### src/design/ovr_defines.vh
/*
 * Constants for the output volume register bank: register indices,
 * byte addresses, field positions, reset value and gain decoding.
 * Assumes it is included by bare name from the design and sim files.
 */
`ifndef OVR_DEFINES_VH
`define OVR_DEFINES_VH

// register indices; the byte address is four times the index
`define OVR_IDX_LEFT_PHONES 8'h34
`define OVR_IDX_RIGHT_PHONES 8'h35
`define OVR_IDX_LEFT_SPEAKER 8'h36

// readback of the active settings and of the waiting flags
`define OVR_ADDR_ACT_LEFT_PHONES 32'h0000_00E0
`define OVR_ADDR_ACT_RIGHT_PHONES 32'h0000_00E4
`define OVR_ADDR_ACT_LEFT_SPEAKER 32'h0000_00E8
`define OVR_ADDR_STATUS 32'h0000_00EC

// field layout of one volume register
`define OVR_COMMIT_BIT 8
`define OVR_ZC_BIT 7
`define OVR_MUTE_BIT 6
`define OVR_GAIN_MSB 5

// reset value: gain code for 0 dB, all flags clear
`define OVR_VOL_RESET 9'h039

// gain code zero stands for this many dB below 0 dB
`define OVR_DB_OFFSET 7'h39

// channel numbering; the last value means no volume register
`define OVR_CH_LEFT_PHONES 2'h0
`define OVR_CH_RIGHT_PHONES 2'h1
`define OVR_CH_LEFT_SPEAKER 2'h2
`define OVR_CH_NONE 2'h3

// AHB transfer type bit that marks NONSEQ or SEQ
`define OVR_HTRANS_ACTIVE_BIT 1

`endif

### src/design/ovr_zero_cross_gate.v
/*
 * Zero-crossing gate for one output channel: lets a committed gain
 * change through at once, or holds it until the channel's samples
 * change sign. Assumes one sample strobe per sample, synchronous to
 * clock, with the sample's sign bit beside it.
 */
`include "ovr_defines.vh"

module ovr_zero_cross_gate (
    input wire clock,
    input wire rst,
    input wire applyReq,
    input wire zcEnable,
    input wire sampleValid,
    input wire sampleSign,
    output wire applyNow,
    output reg waiting_reg
);

    reg lastSign_reg;
    reg haveLast_reg;
    wire crossing;

    // a crossing needs two samples; the first after reset only primes
    assign crossing = sampleValid & haveLast_reg &
                      (sampleSign != lastSign_reg);

    // immediate when gating is off; also release a wait if it is
    // switched off meanwhile, so a change is never stuck
    assign applyNow = (applyReq & ~zcEnable) |
                      ((applyReq | waiting_reg) & zcEnable & crossing) |
                      (waiting_reg & ~zcEnable);

    // remember the last sample's sign
    always @(posedge clock) begin
        if (rst) begin
            lastSign_reg <= 1'b0;
            haveLast_reg <= 1'b0;
        end else if (sampleValid) begin
            lastSign_reg <= sampleSign;
            haveLast_reg <= 1'b1;
        end
    end

    // waiting flag: a new request in a crossing cycle is served at once
    always @(posedge clock) begin
        if (rst) begin
            waiting_reg <= 1'b0;
        end else if (applyNow) begin
            waiting_reg <= 1'b0;
        end else if (applyReq & zcEnable) begin
            waiting_reg <= 1'b1;
        end
    end

endmodule

### src/design/ovr_output_volume_regs.v
/*
 * Output volume register bank for the left and right headphone drivers
 * and the left loudspeaker driver, reached over an AHB-Lite slave port.
 * Each register keeps a held setting; a commit bit makes the held
 * settings of a stereo pair active together, each gain gated by its own channel's zero crossings.
 * Assumes a single AHB-Lite master with word transfers only, and
 * sample strobes with sign bits from the three output paths.
 */
`include "ovr_defines.vh"

// Notes on behaviour
// left phones write without commit: hold only
// left phones commit: activate left and held right
// right phones write without commit: hold only
// right phones commit: activate right and held left
// left speaker write without commit: hold only
// left speaker commit: activate with held right speaker
// commit bit acts once, reads back zero
// left phones zero-cross enable defers gain changes
// right phones zero-cross enable defers gain changes
// left speaker zero-cross enable defers gain changes
// left phones silence bit mutes left phones
// right phones silence bit mutes right phones
// left speaker silence bit mutes left speaker
// gain code zero is -57 dB, 1 dB steps
// reset: 0 dB gain, all flags clear
// gain active only after commit, and after a zero cross when enabled
// host writes partner first, then commits the other
// zero crossing is a sign change between samples
module ovr_output_volume_regs (
    input wire clock,
    input wire rst,
    input wire hsel,
    input wire [31:0] haddr,
    input wire [1:0] htrans,
    input wire hwrite,
    input wire [2:0] hsize,
    input wire [31:0] hwdata,
    input wire hready,
    output reg hreadyout_reg,
    output reg hresp_reg,
    output reg [31:0] hrdata_reg,
    input wire [2:0] sampleValid,
    input wire [2:0] sampleSign,
    output reg [17:0] activeGainCode_reg,
    output reg [20:0] activeGainDb_reg,
    output reg [2:0] activeSilence_reg,
    output reg [2:0] activeZeroCrossEn_reg,
    output wire [2:0] zeroCrossWaiting,
    output reg rightSpeakerCommit_reg
);

    // decode a byte address to the channel of its volume register
    function [1:0] chanOf;
        input [31:0] addr;
        begin
            if (addr == {22'h00_0000, `OVR_IDX_LEFT_PHONES, 2'b00})
                chanOf = `OVR_CH_LEFT_PHONES;
            else if (addr == {22'h00_0000, `OVR_IDX_RIGHT_PHONES, 2'b00})
                chanOf = `OVR_CH_RIGHT_PHONES;
            else if (addr == {22'h00_0000, `OVR_IDX_LEFT_SPEAKER, 2'b00})
                chanOf = `OVR_CH_LEFT_SPEAKER;
            else
                chanOf = `OVR_CH_NONE;
        end
    endfunction

    // gain code to signed dB, two's complement in seven bits
    function [6:0] gainToDb;
        input [5:0] code;
        begin
            gainToDb = {1'b0, code} - `OVR_DB_OFFSET;
        end
    endfunction

    wire [8:0] volReset;
    wire addrPhase;
    wire [1:0] wrChan;
    wire wrCommit;
    wire [1:0] rdChan;

    reg wrPend_reg;
    reg rdPend_reg;
    reg [31:0] addrPhase_reg;
    reg [2:0] commitReq_reg;
    reg [7:0] held_reg [0:2];
    reg [5:0] pendGain_reg [0:2];
    reg [31:0] rdValue;
    wire [2:0] applyNow;
    wire [2:0] zcGate;

    assign volReset = `OVR_VOL_RESET;

    // a transfer is taken only when the bus is ready
    assign addrPhase = hsel & hready & htrans[`OVR_HTRANS_ACTIVE_BIT];
    assign wrChan = chanOf(addrPhase_reg);
    assign wrCommit = hwdata[`OVR_COMMIT_BIT];
    assign rdChan = chanOf(addrPhase_reg);

    // address phase capture; a read costs one wait state so that it
    // always sees a write completed in the cycle before
    always @(posedge clock) begin
        if (rst) begin
            wrPend_reg <= 1'b0;
            rdPend_reg <= 1'b0;
            addrPhase_reg <= 32'h0000_0000;
            hreadyout_reg <= 1'b1;
            hresp_reg <= 1'b0;
        end else begin
            hresp_reg <= 1'b0;
            wrPend_reg <= addrPhase & hwrite;
            rdPend_reg <= addrPhase & ~hwrite;
            if (addrPhase) begin
                addrPhase_reg <= haddr;
            end
            if (addrPhase & ~hwrite) begin
                hreadyout_reg <= 1'b0;
            end else if (rdPend_reg) begin
                hreadyout_reg <= 1'b1;
            end
        end
    end

    // read multiplexer; unmapped addresses read zero
    always @* begin
        rdValue = 32'h0000_0000;
        case (rdChan)
            `OVR_CH_LEFT_PHONES,
            `OVR_CH_RIGHT_PHONES,
            `OVR_CH_LEFT_SPEAKER: begin
                // commit bit always reads as zero
                rdValue = {24'h00_0000, held_reg[rdChan]};
            end
            default: begin
                case (addrPhase_reg)
                    `OVR_ADDR_ACT_LEFT_PHONES: begin
                        rdValue = {24'h00_0000, activeZeroCrossEn_reg[0],
                                   activeSilence_reg[0],
                                   activeGainCode_reg[5:0]};
                    end
                    `OVR_ADDR_ACT_RIGHT_PHONES: begin
                        rdValue = {24'h00_0000, activeZeroCrossEn_reg[1],
                                   activeSilence_reg[1],
                                   activeGainCode_reg[11:6]};
                    end
                    `OVR_ADDR_ACT_LEFT_SPEAKER: begin
                        rdValue = {24'h00_0000, activeZeroCrossEn_reg[2],
                                   activeSilence_reg[2],
                                   activeGainCode_reg[17:12]};
                    end
                    `OVR_ADDR_STATUS: begin
                        rdValue = {29'h0000_0000, zeroCrossWaiting};
                    end
                    default: begin
                        rdValue = 32'h0000_0000;
                    end
                endcase
            end
        endcase
    end

    // read data is loaded in the wait cycle and stands until next read
    always @(posedge clock) begin
        if (rst) begin
            hrdata_reg <= 32'h0000_0000;
        end else if (rdPend_reg) begin
            hrdata_reg <= rdValue;
        end
    end

    // commit turns into a one-cycle request for the whole pair; the
    // right speaker register lives elsewhere and is told by a pulse
    always @(posedge clock) begin
        if (rst) begin
            commitReq_reg <= 3'h0;
            rightSpeakerCommit_reg <= 1'b0;
        end else begin
            commitReq_reg <= 3'h0;
            rightSpeakerCommit_reg <= 1'b0;
            if (wrPend_reg & wrCommit) begin
                case (wrChan)
                    `OVR_CH_LEFT_PHONES: begin
                        commitReq_reg <= 3'h3;
                    end
                    `OVR_CH_RIGHT_PHONES: begin
                        commitReq_reg <= 3'h3;
                    end
                    `OVR_CH_LEFT_SPEAKER: begin
                        commitReq_reg <= 3'h4;
                        rightSpeakerCommit_reg <= 1'b1;
                    end
                    default: begin
                        commitReq_reg <= 3'h0;
                    end
                endcase
            end
        end
    end

    genvar ch;
    generate
        for (ch = 0; ch < 3; ch = ch + 1) begin : gChan
            // held settings: every write lands here, the commit bit
            // itself is never stored
            always @(posedge clock) begin
                if (rst) begin
                    held_reg[ch] <= volReset[7:0];
                end else if (wrPend_reg && wrChan == ch) begin
                    held_reg[ch] <= hwdata[7:0];
                end
            end

            // gating follows the committed enable; an uncommitted write
            // that flips the held enable must not start or end a wait
            assign zcGate[ch] = commitReq_reg[ch] ?
                held_reg[ch][`OVR_ZC_BIT] :
                activeZeroCrossEn_reg[ch];

            ovr_zero_cross_gate uGate (
                .clock(clock),
                .rst(rst),
                .applyReq(commitReq_reg[ch]),
                .zcEnable(zcGate[ch]),
                .sampleValid(sampleValid[ch]),
                .sampleSign(sampleSign[ch]),
                .applyNow(applyNow[ch]),
                .waiting_reg(zeroCrossWaiting[ch])
            );

            // silence and gating take effect at commit; the gain is
            // snapshotted so later uncommitted writes cannot leak in
            always @(posedge clock) begin
                if (rst) begin
                    activeSilence_reg[ch] <= 1'b0;
                    activeZeroCrossEn_reg[ch] <= 1'b0;
                    pendGain_reg[ch] <= volReset[`OVR_GAIN_MSB:0];
                end else if (commitReq_reg[ch]) begin
                    // muting cuts the driver off its mixer stage
                    activeSilence_reg[ch] <=
                        held_reg[ch][`OVR_MUTE_BIT];
                    activeZeroCrossEn_reg[ch] <= held_reg[ch][`OVR_ZC_BIT];
                    pendGain_reg[ch] <= held_reg[ch][`OVR_GAIN_MSB:0];
                end
            end

            // active gain moves only when the gate opens
            always @(posedge clock) begin
                if (rst) begin
                    activeGainCode_reg[ch*6 +: 6] <=
                        volReset[`OVR_GAIN_MSB:0];
                    activeGainDb_reg[ch*7 +: 7] <=
                        gainToDb(volReset[`OVR_GAIN_MSB:0]);
                end else if (applyNow[ch]) begin
                    if (commitReq_reg[ch]) begin
                        activeGainCode_reg[ch*6 +: 6] <=
                            held_reg[ch][`OVR_GAIN_MSB:0];
                        activeGainDb_reg[ch*7 +: 7] <=
                            gainToDb(held_reg[ch][`OVR_GAIN_MSB:0]);
                    end else begin
                        activeGainCode_reg[ch*6 +: 6] <=
                            pendGain_reg[ch];
                        activeGainDb_reg[ch*7 +: 7] <=
                            gainToDb(pendGain_reg[ch]);
                    end
                end
            end
        end
    endgenerate

endmodule

### config.mk
export PLATFORM = sky130hd
export DESIGN_NAME = ovr_output_volume_regs
export DESIGN_NICKNAME = d
export VERILOG_FILES = /design/src/design/ovr_zero_cross_gate.v /design/src/design/ovr_output_volume_regs.v
export VERILOG_INCLUDE_DIRS = /design/src /design/src/design
export SDC_FILE = /design/constraint.sdc
export NUM_CORES = 1
export LEC_CHECK = 0
export ABC_AREA = 1
export ABC_CLOCK_PERIOD_IN_PS = 2500
export BUFFER_PORTS_ARGS = -buffer_cell sky130_fd_sc_hd__buf_4
export CAP_MARGIN = 10
export CORE_ASPECT_RATIO = 0.7
export CORE_MARGIN = 4
export CORE_UTILIZATION = 42
export DETAILED_ROUTE_END_ITERATION = 8
export PLACE_DENSITY = 0.67
export SLEW_MARGIN = 25
export SYNTH_ARGS = -nofsm -noshare
export SYNTH_HDL_FRONTEND = slang
export SYNTH_SLANG_ARGS = --single-unit
### constraint.sdc
create_clock -name clock -period 2.5 [get_ports clock]
set_input_delay 0.25 -clock clock [delete_from_list [all_inputs] [get_ports clock]]
set_output_delay 0.25 -clock clock [all_outputs]
set_load 0.05 [all_outputs]
==> impl_metrics.py <==
metrics = {
    "outcome": {
        "outcome": "complete, no violations",
    },
    "floorplan": {
        "dieArea_sq_mm": 0.01722,
        "fp-row-count": 37,
        "core_area_sq_mm": 0.01477,
        "die_h_um": 111.0,
        "initial_utilization": 0.4310,
        "num_io_pins": 163,
        "die_x_um": 155.1,
    },
    "clocking": {
        "cts_sinks": 141,
        "cts_buffer_depth": 2,
        "cts-hold-fix-buffers": 1,
        "htreeDepth": 4,
        "clk_pin_slew_worst_paths_ns": 0.06,
        "clock_latency_ns": 0.41,
        "cts_root_buf": "clkbuf_16",
        "cts_tree": "done",
        "cts_made_buffers": 17,
        "post_cts_buffers": 0,
        "cts-resized-gates": 0,
    },
    "logic_synthesis": {
        "yosysMostFrequentCell": "nand2_1",
        "synth_enable_flop_cells": 42,
        "synth_area_leaders": "dfxtp_1 31%, edfxtp_1 20%, nand2_1 7.0%",
        "synth_common_cells": "119 x nand2_1, 103 x inv_1, 103 x nor2_1, 99 x dfxtp_1, 75 x o21ai_0",
        "synth_cells": 794,
        "async_reset_ff_frac": 0,
        "postSynthAreaPerCell_sq_um": 8.016,
        "synth.distinct_cells": 35,
        "syn_area_sq_mm": 0.006365,
        "yosysTopAreaCell": "dfxtp_1",
        "ys.warnings.count": 0,
        "synth_top_area_frac": 0.3114,
        "synth_flop_cell": "dfxtp_1",
        "ys_seq_area_frac": 0.5095,
        "synth-seq-cells": 141,
    },
    "finish": {
        "fin_area_sq_mm": 0.007861,
        "drive_gt1_frac": 0.2007,
        "antennaDiodeCount": 0,
        "utilization": 0.5323,
        "largest_reg_flops": 32,
        "fin_nets": 987,
        "area.growth.synth_to_final_pct": 23.51,
    },
    "critical_path": {
        "worstSetupPathType": "reg2reg",
        "crit_required_ns": 2.84,
        "cp-end-kind": "flop",
        "crit_fanout": 9,
        "arrival_ns": 2.34,
        "crit_path_start_kind": "flop",
    },
    "timing": {
        "worst_slew_pin_slew_ns": 0.8124,
        "finalSetupTns_ns": 0,
        "setup_viol": 0,
        "fmax_ghz": 0.4989,
        "period_needed_ns": 2.005,
        "rsz0062_at_grt": "no",
        "fin_hold_ws_ns": 0.03585,
        "final-hold-violation-count": 0,
        "maxSlewHeadroom": 0.4534,
        "timing_max_transition_violations_final": 0,
        "finClkSkew_ns": 0.009127,
        "period_share": 0.8018,
    },
    "drt": {
        "ant_nets": 0,
        "via_per_inst": 4.896,
        "wirelength_um": 16460,
        "drt_pass1_iterations": 5,
        "routedWlPerCell_um": 14.80,
        "drt_iter0_drc": 479,
        "drc": 0,
        "vias": 5444,
    },
    "global_route": {
        "antenna_found_initial": 0,
        "grt.total_usage": 0.1864,
        "grt_pass1_vias": 4831,
        "grt_pass1_wl_um": 25320,
        "overflow": 0,
        "grt_max_degree": 43,
    },
    "min_path": {
        "min_path_type": "in2reg",
    },
    "pwr": {
        "peakVddDrop_uv": 405.6,
        "power_leakage_nw": 3.522,
        "powerDensity_mw_per_mm2": 674.5,
    },
    "place": {
        "io_buffers": 110,
        "dp_hpwl_um": 12210,
        "finalWeightedCongestion": 0.9038,
        "place_area_sq_mm": 0.007266,
    },
    "flow_run": {
        "max-cap-violations": 0,
    },
}
-- kinds of logic after synthesis --
logic type	synth area share
xor gates and xnor gates	0.02064
and+or+nand+nor	0.2155
DFF	0.5095
AOI/OAI and AO/OA	0.1248
other	0.0005892
adders and majority gates	0.005898
buffers and inverters	0.1231
-- placed cells by master (no fill, tap or decap), types with 3 or more instances in the layout --
cell type and instances:
a21oi_1 53, a22o_1 3, buf_4 118, clkbuf_16 19, conb_1 25, dfxtp_1 99
edfxtp_1 42, ha_1 3, inv_1 103, inv_2 12, nand2_1 119, nand2_2 5
nand3_1 62, nor2_1 103, nor2_2 4, nor3_1 6, o21ai_0 75, o21ai_1 15
o21ai_2 6, xnor2_1 7, xor2_1 8
-- worst max-delay path, cell delays in order (launching register included) --
cell,delay (ns)
dfxtp_1,0.58
inv_2,0.16
o21ai_0,0.34
inv_1,0.16
ha_1,0.23
nand2_1,0.07
nand2_1,0.07
xor2_1,0.15
o21ai_0,0.17
-- worst paths after layout --
check	from	endpoint	slack (ns)	cells after the start
setup / recovery	commitReq_reg[1]$_SDFF_PP0_	activeGainDb_reg[11]$_SDFFE_PP0P_	0.50	8
hold / removal	sampleValid[1]	gChan[1].uGate.lastSign_reg$_SDFFE_PP0P_	0.04	2
setup reg to reg	commitReq_reg[1]$_SDFF_PP0_	activeGainDb_reg[11]$_SDFFE_PP0P_	0.50	8
hold reg to reg	addrPhase_reg[30]$_SDFFE_PP0P_	addrPhase_reg[30]$_SDFFE_PP0P_	0.44	2
-- cell type report --
type	instances	area, sq um
well taps	195	244.0
multi-input cells	507	2434
clock buffers	21	483.0
inverters	117	439.2
flip-flops and latches	141	3243
clock inverters	11	102.6
fillers	1396	6907
repair buffers	120	915.9
-- through the flow --
step	instances	worst slack, ns	power, mW
3_3_place_gp	1079	0.5665	2.856
6_report	1112	0.4955	5.302
2_1_floorplan	818	0.4463	2.754
3_5_place_dp	1079	0.5486	2.860
5_1_grt	1112	0.3516	5.473
4_1_cts	1112	0.5303	5.322
-- layer usage --
metal | GRT usage | vias up | wire [um]
met1 | 0.2822 | 2468 | 7819
met3 | 0.04838 | 23 | 1560
li1 | - | 2727 | -
met5 | 0 | - | 0
met4 | 0.05176 | 0 | 233
met2 | 0.2605 | 226 | 6848
-- report_power, final --
part | leakage, nW | total, mW | switching (mW) | internal, mW
Clock | 0.285 | 2.49 | 0.993 | 1.49
Sequential | 1.15 | 2.43 | 0.0273 | 2.40
Combinational | 2.08 | 0.389 | 0.271 | 0.118
Note: power is estimated with default switching activity, not from simulation.
